--- config.mk ---
export PLATFORM = sky130hd
export DESIGN_NAME = sfcfs_top
export DESIGN_NICKNAME = d
export VERILOG_FILES = /design/src/hdl/sfcfs_sync.v /design/src/hdl/sfcfs_decode.v /design/src/hdl/sfcfs_top.v
export VERILOG_INCLUDE_DIRS = /design/src /design/src/hdl
export SDC_FILE = /design/constraint.sdc
export NUM_CORES = 1
export LEC_CHECK = 0
export BUFFER_PORTS_ARGS = -buffer_cell sky130_fd_sc_hd__buf_4
export CAP_MARGIN = 20
export CORE_MARGIN = 2
export CORE_UTILIZATION = 30
export DETAILED_ROUTE_END_ITERATION = 16
export PLACE_DENSITY = 0.49
export SYNTH_ARGS = -nofsm -noshare
export SYNTH_HDL_FRONTEND = slang
export SYNTH_SLANG_ARGS = --single-unit
--- constraint.sdc ---
create_clock -name clk_in -period 3.7 [get_ports clk_in]
set_input_delay 0 -clock clk_in [delete_from_list [all_inputs] [get_ports clk_in]]
set_output_delay 0 -clock clk_in [all_outputs]
set_load 0.005 [all_outputs]
--- src/hdl/sfcfs_regs.vh ---
// Notes on behaviour
// - flag bit 7 low busy, high ready
// - busy tracks only program and erase
// - flag bit 6 shows erase suspend
// - flag bit 2 shows program suspend
// - flag bit 5 records erase failure
// - flag bit 4 records program failure
// - flag bit 1 records protected sector hit
// - locked one-time area program sets protection
// - flags volatile, read by 70h everywhere
// - busy and suspend flags clear themselves
// - error flags held until 50h clears
// - modify command during pending error is an error
// - 9E/9F extended only, AF dual/quad
// - 5Ah accepted always, streams while clocked
// - 3Bh accepted except in quad
// - BBh two-line io; dual aliases 0B/3B
// - 6Bh accepted except in dual
// - EBh four-line io; quad aliases 0B/6B
// - register and id commands have no address
// - reads: three address bytes, dummy 8/10 except 03h/E8h
`ifndef SFCFS_REGS_VH
`define SFCFS_REGS_VH
// ***************
// flag bits
// ***************
`define SFCFS_F_READY 7
`define SFCFS_F_ESUSP 6
`define SFCFS_F_EERR 5
`define SFCFS_F_PERR 4
`define SFCFS_F_PSUSP 2
`define SFCFS_F_PROT 1
// ***************
// protocols and lanes
// ***************
`define SFCFS_P_EXT 2'h0
`define SFCFS_P_DUAL 2'h1
`define SFCFS_P_QUAD 2'h2
`define SFCFS_L1 2'h0
`define SFCFS_L2 2'h1
`define SFCFS_L4 2'h2
// ***************
// command kinds
// ***************
`define SFCFS_K_CTRL 3'h0
`define SFCFS_K_RDFLAG 3'h1
`define SFCFS_K_CLRFLAG 3'h2
`define SFCFS_K_WREN 3'h3
`define SFCFS_K_WRDI 3'h4
`define SFCFS_K_READ 3'h5
`define SFCFS_K_MODIFY 3'h6
`define SFCFS_K_REGRD 3'h7
// ***************
// link states
// ***************
`define SFCFS_S_IDLE 3'h0
`define SFCFS_S_CODE 3'h1
`define SFCFS_S_ADDR 3'h2
`define SFCFS_S_DUMMY 3'h3
`define SFCFS_S_OUT 3'h4
`define SFCFS_S_IN 3'h5
`define SFCFS_S_SKIP 3'h6
// ***************
// counts
// ***************
`define SFCFS_BYTE_BITS 4'h8
`define SFCFS_ADDR_BYTES 2'h3
`define SFCFS_DUMMY_DEF 4'h8
`define SFCFS_DUMMY_QUAD 4'ha
`define SFCFS_DUMMY_ALT 4'hf
`define SFCFS_ID_MAX 5'h14
`define SFCFS_MID_MAX 5'h03
`define SFCFS_NO_MAX 5'h00
`endif

--- src/hdl/sfcfs_sync.v ---
`default_nettype none
module sfcfs_sync #(
    parameter W = 6
) (
    input wire clk_in,
    input wire rst_in,
    input wire ce_in,
    input wire [W-1:0] d_in,
    output wire [W-1:0] q_out
);
    // ***************
    // two-stage capture per bit
    // ***************
    genvar i;
    generate
        for (i = 0; i < W; i = i + 1) begin : g_bit
            reg meta;
            reg stable;
            always @(posedge clk_in) begin
                if (rst_in) begin
                    meta <= 1'b1;
                    stable <= 1'b1;
                end else if (ce_in) begin
                    meta <= d_in[i];
                    stable <= meta;
                end
            end
            assign q_out[i] = stable;
        end
    endgenerate
endmodule
`default_nettype wire

--- src/hdl/sfcfs_decode.v ---
`default_nettype none
`include "sfcfs_regs.vh"
module sfcfs_decode (
    input wire [7:0] code_in,
    input wire [1:0] proto_in,
    output reg acc_out,
    output reg [2:0] kind_out,
    output reg addr_out,
    output reg dummy_out,
    output reg [1:0] alane_out,
    output reg [1:0] dlane_out,
    output reg [4:0] maxb_out,
    output reg erase_out,
    output reg otp_out
);
    wire ext = (proto_in == `SFCFS_P_EXT);
    wire dual = (proto_in == `SFCFS_P_DUAL);
    wire quad = (proto_in == `SFCFS_P_QUAD);
    wire [1:0] plane = quad ? `SFCFS_L4 : (dual ? `SFCFS_L2 : `SFCFS_L1);
    always @* begin
        acc_out = 1'b1;
        kind_out = `SFCFS_K_CTRL;
        addr_out = 1'b0;
        dummy_out = 1'b0;
        alane_out = plane;
        dlane_out = plane;
        maxb_out = `SFCFS_NO_MAX;
        erase_out = 1'b0;
        otp_out = 1'b0;
        case (code_in)
            8'h70: kind_out = `SFCFS_K_RDFLAG;
            8'h50: kind_out = `SFCFS_K_CLRFLAG;
            8'h06: kind_out = `SFCFS_K_WREN;
            8'h04: kind_out = `SFCFS_K_WRDI;
            8'h66, 8'h99, 8'h7a, 8'h75, 8'h35, 8'hf5:
                kind_out = `SFCFS_K_CTRL;
            8'h05, 8'hb5, 8'h85, 8'h65: kind_out = `SFCFS_K_REGRD;
            8'h9e, 8'h9f: begin
                acc_out = ext;
                kind_out = `SFCFS_K_REGRD;
                maxb_out = `SFCFS_ID_MAX;
            end
            8'haf: begin
                acc_out = !ext;
                kind_out = `SFCFS_K_REGRD;
                maxb_out = `SFCFS_MID_MAX;
            end
            8'h03, 8'he8: begin
                acc_out = ext | (code_in == 8'he8);
                kind_out = `SFCFS_K_READ;
                addr_out = 1'b1;
            end
            8'h5a, 8'h0b, 8'h4b: begin
                kind_out = `SFCFS_K_READ;
                addr_out = 1'b1;
                dummy_out = 1'b1;
            end
            8'h3b: begin
                acc_out = !quad;
                kind_out = `SFCFS_K_READ;
                addr_out = 1'b1;
                dummy_out = 1'b1;
                dlane_out = `SFCFS_L2;
            end
            8'hbb: begin
                acc_out = !quad;
                kind_out = `SFCFS_K_READ;
                addr_out = 1'b1;
                dummy_out = 1'b1;
                alane_out = `SFCFS_L2;
                dlane_out = `SFCFS_L2;
            end
            8'h6b: begin
                acc_out = !dual;
                kind_out = `SFCFS_K_READ;
                addr_out = 1'b1;
                dummy_out = 1'b1;
                dlane_out = `SFCFS_L4;
            end
            8'heb: begin
                acc_out = !dual;
                kind_out = `SFCFS_K_READ;
                addr_out = 1'b1;
                dummy_out = 1'b1;
                alane_out = `SFCFS_L4;
                dlane_out = `SFCFS_L4;
            end
            8'h01, 8'he5, 8'hb1, 8'h81, 8'h61:
                kind_out = `SFCFS_K_MODIFY;
            8'h02, 8'h42: begin
                kind_out = `SFCFS_K_MODIFY;
                addr_out = 1'b1;
                otp_out = (code_in == 8'h42);
            end
            8'ha2, 8'hd2: begin
                acc_out = !quad;
                kind_out = `SFCFS_K_MODIFY;
                addr_out = 1'b1;
                alane_out = (code_in == 8'hd2) ? `SFCFS_L2 : plane;
                dlane_out = `SFCFS_L2;
            end
            8'h32, 8'h12, 8'h38: begin
                acc_out = !dual;
                kind_out = `SFCFS_K_MODIFY;
                addr_out = 1'b1;
                alane_out = (code_in == 8'h32) ? plane : `SFCFS_L4;
                dlane_out = `SFCFS_L4;
            end
            8'h20, 8'h52, 8'hd8, 8'hc7: begin
                kind_out = `SFCFS_K_MODIFY;
                addr_out = (code_in != 8'hc7);
                erase_out = 1'b1;
            end
            default: acc_out = 1'b0;
        endcase
    end
endmodule
`default_nettype wire

--- src/hdl/sfcfs_top.v ---
`default_nettype none
`include "sfcfs_regs.vh"
module sfcfs_top (
    input wire clk_in,
    input wire rst_in,
    input wire ce_in,
    input wire sclk_in,
    input wire cs_n_in,
    input wire [3:0] dq_in,
    output reg [3:0] dq_out,
    output reg [3:0] dq_oe_out,
    input wire [1:0] proto_in,
    input wire [3:0] dummy_cfg_in,
    input wire pe_busy_in,
    input wire erase_susp_in,
    input wire prog_susp_in,
    input wire erase_fail_in,
    input wire prog_fail_in,
    input wire prot_erase_in,
    input wire prot_prog_in,
    input wire otp_locked_in,
    input wire [7:0] rd_data_in,
    output reg rd_req_out,
    output reg [7:0] cmd_out,
    output reg [23:0] addr_out,
    output reg exec_out,
    output reg [7:0] wr_data_out,
    output reg wr_strobe_out,
    output reg wel_out,
    output reg [7:0] flags_out
);
    // ***************
    // link input capture
    // ***************
    wire [5:0] sync_q;
    sfcfs_sync #(.W(6)) u_sync (
        .clk_in(clk_in),
        .rst_in(rst_in),
        .ce_in(ce_in),
        .d_in({sclk_in, cs_n_in, dq_in}),
        .q_out(sync_q)
    );
    wire sclk_s = sync_q[5];
    wire cs_n_s = sync_q[4];
    wire [3:0] dq_s = sync_q[3:0];
    reg sclk_d;
    reg cs_n_d;
    wire sclk_rise = sclk_s & ~sclk_d;
    wire sclk_fall = ~sclk_s & sclk_d;
    wire cs_start = ~cs_n_s & cs_n_d;
    wire cs_end = cs_n_s & ~cs_n_d;

    // ***************
    // command state
    // ***************
    reg [2:0] state;
    reg [7:0] sh;
    reg [3:0] bitcnt;
    reg [1:0] acnt;
    reg [3:0] dcnt;
    reg [2:0] kind;
    reg has_dummy;
    reg [1:0] alane;
    reg [1:0] dlane;
    reg [4:0] maxb;
    reg [4:0] bytes;
    reg is_erase;
    reg is_otp;
    reg blocked;
    reg [7:0] osh;
    reg [2:0] ocnt;
    reg err_e;
    reg err_p;
    reg err_prot;

    wire [1:0] plane = (proto_in == `SFCFS_P_QUAD) ? `SFCFS_L4 :
        ((proto_in == `SFCFS_P_DUAL) ? `SFCFS_L2 : `SFCFS_L1);
    wire [1:0] in_lane = (state == `SFCFS_S_CODE) ? plane :
        ((state == `SFCFS_S_ADDR) ? alane : dlane);
    wire [3:0] in_step = (in_lane == `SFCFS_L4) ? 4'h4 :
        ((in_lane == `SFCFS_L2) ? 4'h2 : 4'h1);
    wire [2:0] out_step = in_step[2:0];
    reg [7:0] next_sh;
    always @* begin
        case (in_lane)
            `SFCFS_L2: next_sh = {sh[5:0], dq_s[1:0]};
            `SFCFS_L4: next_sh = {sh[3:0], dq_s};
            default: next_sh = {sh[6:0], dq_s[0]};
        endcase
    end
    wire [3:0] next_bitcnt = bitcnt + in_step;
    wire byte_done = (next_bitcnt == `SFCFS_BYTE_BITS);

    wire d_acc;
    wire [2:0] d_kind;
    wire d_addr;
    wire d_dummy;
    wire [1:0] d_alane;
    wire [1:0] d_dlane;
    wire [4:0] d_maxb;
    wire d_erase;
    wire d_otp;
    sfcfs_decode u_dec (
        .code_in(next_sh),
        .proto_in(proto_in),
        .acc_out(d_acc),
        .kind_out(d_kind),
        .addr_out(d_addr),
        .dummy_out(d_dummy),
        .alane_out(d_alane),
        .dlane_out(d_dlane),
        .maxb_out(d_maxb),
        .erase_out(d_erase),
        .otp_out(d_otp)
    );

    // dummy count: 0 or all-ones keep the default
    wire dummy_dflt = (dummy_cfg_in == 4'h0) |
        (dummy_cfg_in == `SFCFS_DUMMY_ALT);
    wire [3:0] dummy_n = !dummy_dflt ? dummy_cfg_in :
        ((proto_in == `SFCFS_P_QUAD) ? `SFCFS_DUMMY_QUAD :
        `SFCFS_DUMMY_DEF);

    wire any_err = err_e | err_p | err_prot;
    wire code_done = (state == `SFCFS_S_CODE) & sclk_rise & byte_done;
    wire clr_cmd = code_done & d_acc & (d_kind == `SFCFS_K_CLRFLAG);
    wire err_cmd = code_done & d_acc & (d_kind == `SFCFS_K_MODIFY) &
        any_err;
    wire otp_hit = cs_end & (kind == `SFCFS_K_MODIFY) & is_otp &
        otp_locked_in & wel_out & !blocked;

    // ***************
    // flag register
    // ***************
    always @(posedge clk_in) begin
        if (rst_in) begin
            err_e <= 1'b0;
            err_p <= 1'b0;
            err_prot <= 1'b0;
            flags_out <= 8'h80;
        end else if (ce_in) begin
            // set terms win over the clear command
            err_e <= (err_e & ~clr_cmd) | erase_fail_in | prot_erase_in |
                (err_cmd & d_erase);
            err_p <= (err_p & ~clr_cmd) | prog_fail_in | prot_prog_in |
                (err_cmd & ~d_erase) | otp_hit;
            err_prot <= (err_prot & ~clr_cmd) | prot_erase_in |
                prot_prog_in | err_cmd | otp_hit;
            flags_out[`SFCFS_F_READY] <= ~pe_busy_in;
            flags_out[`SFCFS_F_ESUSP] <= erase_susp_in;
            flags_out[`SFCFS_F_EERR] <= err_e;
            flags_out[`SFCFS_F_PERR] <= err_p;
            flags_out[`SFCFS_F_PSUSP] <= prog_susp_in;
            flags_out[`SFCFS_F_PROT] <= err_prot;
            flags_out[3] <= 1'b0;
            flags_out[0] <= 1'b0;
        end
    end

    // ***************
    // link command engine
    // ***************
    always @(posedge clk_in) begin
        if (rst_in) begin
            sclk_d <= 1'b1;
            cs_n_d <= 1'b1;
            state <= `SFCFS_S_IDLE;
            sh <= 8'h00;
            bitcnt <= 4'h0;
            acnt <= 2'h0;
            dcnt <= 4'h0;
            kind <= `SFCFS_K_CTRL;
            has_dummy <= 1'b0;
            alane <= `SFCFS_L1;
            dlane <= `SFCFS_L1;
            maxb <= `SFCFS_NO_MAX;
            bytes <= 5'h00;
            is_erase <= 1'b0;
            is_otp <= 1'b0;
            blocked <= 1'b0;
            osh <= 8'h00;
            ocnt <= 3'h0;
            dq_out <= 4'h0;
            dq_oe_out <= 4'h0;
            rd_req_out <= 1'b0;
            cmd_out <= 8'h00;
            addr_out <= 24'h000000;
            exec_out <= 1'b0;
            wr_data_out <= 8'h00;
            wr_strobe_out <= 1'b0;
            wel_out <= 1'b0;
        end else if (ce_in) begin
            sclk_d <= sclk_s;
            cs_n_d <= cs_n_s;
            rd_req_out <= 1'b0;
            exec_out <= 1'b0;
            wr_strobe_out <= 1'b0;
            if (cs_end) begin
                dq_oe_out <= 4'h0;
                state <= `SFCFS_S_IDLE;
                if (state != `SFCFS_S_IDLE && state != `SFCFS_S_CODE &&
                        kind == `SFCFS_K_MODIFY) begin
                    // only a write-enabled, error-free modify runs
                    if (wel_out && !blocked && !otp_hit) begin
                        exec_out <= 1'b1;
                        wel_out <= 1'b0;
                    end
                end else if (state == `SFCFS_S_SKIP &&
                        kind == `SFCFS_K_CTRL && !blocked) begin
                    exec_out <= 1'b1;
                end
            end else if (cs_start) begin
                state <= `SFCFS_S_CODE;
                bitcnt <= 4'h0;
                acnt <= 2'h0;
                bytes <= 5'h00;
                ocnt <= 3'h0;
            end else if (sclk_rise) begin
                sh <= next_sh;
                bitcnt <= byte_done ? 4'h0 : next_bitcnt;
                case (state)
                    `SFCFS_S_CODE: begin
                        if (byte_done) begin
                            kind <= d_kind;
                            has_dummy <= d_dummy;
                            alane <= d_alane;
                            dlane <= d_dlane;
                            maxb <= d_maxb;
                            is_erase <= d_erase;
                            is_otp <= d_otp;
                            blocked <= !d_acc | any_err;
                            if (!d_acc) begin
                                state <= `SFCFS_S_SKIP;
                            end else begin
                                cmd_out <= next_sh;
                                if (d_kind == `SFCFS_K_WREN)
                                    wel_out <= 1'b1;
                                if (d_kind == `SFCFS_K_WRDI)
                                    wel_out <= 1'b0;
                                case (d_kind)
                                    `SFCFS_K_RDFLAG,
                                    `SFCFS_K_REGRD:
                                        state <= `SFCFS_S_OUT;
                                    `SFCFS_K_READ:
                                        state <= `SFCFS_S_ADDR;
                                    `SFCFS_K_MODIFY:
                                        state <= d_addr ? `SFCFS_S_ADDR :
                                            `SFCFS_S_IN;
                                    default:
                                        state <= `SFCFS_S_SKIP;
                                endcase
                            end
                        end
                    end
                    `SFCFS_S_ADDR: begin
                        if (byte_done) begin
                            addr_out <= {addr_out[15:0], next_sh};
                            acnt <= acnt + 2'h1;
                            if (acnt == `SFCFS_ADDR_BYTES - 2'h1) begin
                                dcnt <= 4'h0;
                                if (kind == `SFCFS_K_MODIFY)
                                    state <= `SFCFS_S_IN;
                                else if (has_dummy)
                                    state <= `SFCFS_S_DUMMY;
                                else
                                    state <= `SFCFS_S_OUT;
                            end
                        end
                    end
                    `SFCFS_S_DUMMY: begin
                        bitcnt <= 4'h0;
                        dcnt <= dcnt + 4'h1;
                        if (dcnt + 4'h1 == dummy_n)
                            state <= `SFCFS_S_OUT;
                    end
                    `SFCFS_S_IN: begin
                        if (byte_done && !blocked) begin
                            wr_data_out <= next_sh;
                            wr_strobe_out <= 1'b1;
                        end
                    end
                    default: bitcnt <= 4'h0;
                endcase
            end else if (sclk_fall && state == `SFCFS_S_OUT) begin
                if (ocnt == 3'h0) begin
                    if (maxb != `SFCFS_NO_MAX && bytes == maxb) begin
                        dq_oe_out <= 4'h0;
                        state <= `SFCFS_S_SKIP;
                    end else begin
                        bytes <= bytes + 5'h01;
                        // flags stream repeatedly, others from the array
                        if (kind == `SFCFS_K_RDFLAG) begin
                            osh <= flags_out << out_step;
                            dq_out <= out_bits(flags_out);
                        end else begin
                            rd_req_out <= 1'b1;
                            osh <= rd_data_in << out_step;
                            dq_out <= out_bits(rd_data_in);
                        end
                        dq_oe_out <= out_en(dlane);
                    end
                end else begin
                    osh <= osh << out_step;
                    dq_out <= out_bits(osh);
                end
                ocnt <= ocnt + out_step;
            end
        end
    end

    // ***************
    // output lane helpers
    // ***************
    function [3:0] out_bits;
        input [7:0] b;
        begin
            case (dlane)
                `SFCFS_L2: out_bits = {2'h0, b[7:6]};
                `SFCFS_L4: out_bits = b[7:4];
                default: out_bits = {2'h0, b[7], 1'b0};
            endcase
        end
    endfunction

    function [3:0] out_en;
        input [1:0] l;
        begin
            case (l)
                `SFCFS_L2: out_en = 4'h3;
                `SFCFS_L4: out_en = 4'hf;
                default: out_en = 4'h2;
            endcase
        end
    endfunction
endmodule
`default_nettype wire

==> reports/metrics.yaml <==
hold_viol: 0
drt_iter0_markers: 522
layout-drive-gt1-share: 0.286
area_growth_pct: 39.9
synthAdderAreaFrac: 0.0322
pwr-share-comb: 0.164
gp_congestion: 0.958
r2r_start: "state[2]"
first_global_vias: 6750
synth_xor_area_frac: 0.0150
critical_path.max_stage_delay_ps: 370
track_usage: 0.192
synth_cell_types: 82
path_class: "reg2reg"
path_buf_inv: 4
num-fill-cells: 2329
maxSlewHeadroom: 0.336
maxCapViolCount: 0
clk_path_buf_depth: 2
numCtsBuffers: 17
power.total_uw: 3640
clk_pin_slew_ps: 60
synth_cells: 901
crit_path_end_kind: "register"
core_area_um2: 22800
clkLatencyLatePin_ps: 430
synthMuxAreaShare: 0.0519
die-area_um2: 24500
synth-compound-area-share: 0.231
regArea_um2: 2450
r2r-end: "cmd_out[2]"
row_count: 55
fmaxAchievable_mhz: 277
wire_per_inst_um: 17.0
synth_seq_cells: 122
yosys_most_used_dff: "dfxtp_1"
clock_sinks: 122
grt_first_pass_wirelength_um: 37100
multi_input_area_um2: 4500
wirelength_um: 23900
htree_levels: 4
crit_arrival_ps: 3890
cellInternalPower_uw: 2600
crit_path_top_delay_cell: "dfxtp_4"
place_ws_ps: -138
startpoint_type: "register"
rsz0062_at_grt: "true"
cts.root.buffer_cell: "clkbuf_16"
stdcell_count: 1403
clockPowerShare: 0.465
critPathMaxFanout: 29
vias: 7209
ys_seq_area_frac: 0.349
cellPowerDensity_nw_per_um2: 372
p_sw_uw: 1050
peakVddDrop_v: 0.000296
path_cells: "o21ai_2 -> o21ai_1 -> o211ai_1 -> ha_4 -> buf_12 -> a221oi_4 -> buf_4 -> o22ai_2 -> buf_4 -> nor4_1 -> a32oi_1 -> nand3_1 -> nor4b_4 -> a21oi_4 -> buf_12 -> mux2i_1 -> nor2_1"
setup_tns_ps: 0
hold_path_class: "in2reg"
final_util: 0.429
required_ps: 3970
placed_cells: 1341
reg2reg_depth: 17
antennaDiodeCount: 0
antenna_found_initial: 0
yosys_warnings: 0
dr.pass1.iters: 6
cts_tree: "done"
antenna_left: 0
status: "complete, no violations"
synth_async_sr_flop_share: 0
synth-simple-area-share: 0.268
rrSetupSlack_ps: 90
fin_crit_ps: 3610
finalCritPeriodShare: 0.976
initial_core_util: 0.307
netSwitchingFraction: 0.287
holdPathStages: 5
hold_end: "err_p"
viasPerCell: 5.14
dieHeight_um: 157
setup_viol: 0
io_buffers: 88
synth_top_family_by_area: "simple AND/OR/NAND/NOR gates"
tightest_slew_ps: 989
dp_hpwl_um: 17300
grt-ovfl-total: 0
fin_skew_ps: 12.9
synthesis.area_um2: 6990
syn_area_per_cell_um2: 7.76
synth-edff-count: 0
die_w_um: 157
maxSlewViolCount: 0
min_from: "prot_prog_in"
critical_path.top_delay_family: "compound AO/OA/AOI/OAI gates"
layout_setup_ws_ps: 88.8
remaining_drc_errors: 0
fin_nets: 1125
grt_max_degree: 69
ios: 91
p_leak_uw: 0.00375
p_seq_frac: 0.371
kinds of logic (layout without fill, tap and decap cells):
group / Yosys count / count (layout)
muxes: 36 / 36
adders and majority gates: 17 / 17
xor gates and xnor gates: 12 / 12
other: 1 / 2
buffers and inverters: 80 / 268
and+or+nand+nor: 401 / 401
DFF: 122 / 122
AOI/OAI and AO/OA: 232 / 232
synth_stat cells, types with 5 or more instances:
cell type,number,area [um2]
dfxtp_1,122,2440
nor3b_1,5,37.5
a21oi_1,73,365
nor2_1,117,439
buf_2,6,30.0
mux2i_1,34,340
inv_1,14,52.6
nand3_1,23,115
a211oi_1,16,120
nor4_1,10,62.6
nand2_1,132,495
o211ai_1,15,113
o22ai_1,5,31.3
or3_1,6,37.5
xnor2_1,5,43.8
nand2b_1,14,87.6
a32oi_1,5,43.8
buf_4,5,37.5
nor2b_1,10,62.6
a22oi_1,9,67.6
a31oi_1,9,56.3
a221o_1,6,60.1
nand3b_1,7,52.6
clkbuf_1,45,169
buf_6,5,56.3
o21ai_0,37,185
nand4_1,17,106
nor3_1,32,160
xor2_1,7,61.3
ha_1,14,175
and2_1,6,37.5
routing by layer:
| metal | track usage | up-vias | wire [um] |
|---|---|---|---|
| met5 | 0 | - | 0 |
| met3 | 0.0388 | 35 | 1050 |
| met2 | 0.302 | 205 | 10800 |
| met1 | 0.266 | 3365 | 11600 |
| met4 | 0.0572 | 0 | 466 |
| li1 | - | 3604 | - |
timing repair:
action                                  4_1_cts  5_1_grt
gates resized for setup                       9       67
hold buffers                                 13        0
pin swaps                                     1       39
hold endpoints to repair                     14        0
endpoints found under the setup margin       14       26
setup buffers                                 1       18
cell usage in the layout, fill, tap and decap left out, drive strengths merged, types with 6 or more instances in the layout:
cell type	instances
clkbuf	17
nor2	118
or3	6
nor2b	10
ha	14
nand3b	7
mux2i	34
nand3	23
o211ai	16
inv	20
a221o	6
a211oi	18
nand2b	14
xor2	7
a22oi	10
a31oi	9
dlygate4sd3	13
dfxtp	122
nor3	32
nor4	10
buf	206
o21ai	41
a21oi	74
clkinv	7
nand4	17
and2	6
nand2	134
layout make-up:
type,count,share of cell area
tap,313,0.0400
clock inverter,14,0.0165
multi-input combinational,700,0.460
clock buffer,17,0.0435
inverter,18,0.00691
timing repair buffer,219,0.182
sequential,122,0.250
tightest hold or removal path, cell delays in order:
cell	delay (ps)
buf_4	100
a41oi_1	70
nand3b_1	90
a21oi_1	50
a21oi_1	120
how the worst max path moves through the flow:
stage	depth (start not counted)	from	endpoint	slack [ps]
CTS	16	state[2]	cmd_out[2]	6
global route	16	state[2]	cmd_out[1]	-50
floorplan	16	state[2]	err_e	40
global placement	16	state[2]	cmd_out[4]	-120
detailed placement	15	state[2]	state[1]	-140
finish	17	state[2]	cmd_out[2]	90
stage by stage:
| stage | cell area [um2] | hold WS, ps |
|---|---|---|
| after CTS | 9370 | 19.1 |
| after floorplan | 7000 | 128 |
| after detailed placement | 8590 | 219 |
| final | 9780 | 37.4 |
| after global routing | 9780 | 59.8 |
| after global placement | 8590 | 219 |
registers in the layout, summed over array words and instances, names as in the netlist, 5 cells and up:
name	count
addr_out	24
cmd_out	8
osh	8
wr_data_out	8
sh	7
flags_out	6
u_sync.g_bit.meta	6
u_sync.g_bit.stable	6
bytes	5
power by group through the flow:
stage | sequential [uW] | clock [uW] | combinational, uW
after floorplan | 1370 | 0 | 303
after global placement | 1380 | 0 | 509
after detailed placement | 1380 | 0 | 505
after CTS | 1350 | 1730 | 530
after global routing | 1350 | 1790 | 642
final | 1350 | 1690 | 597
Power figures use the tool's default switching activity.
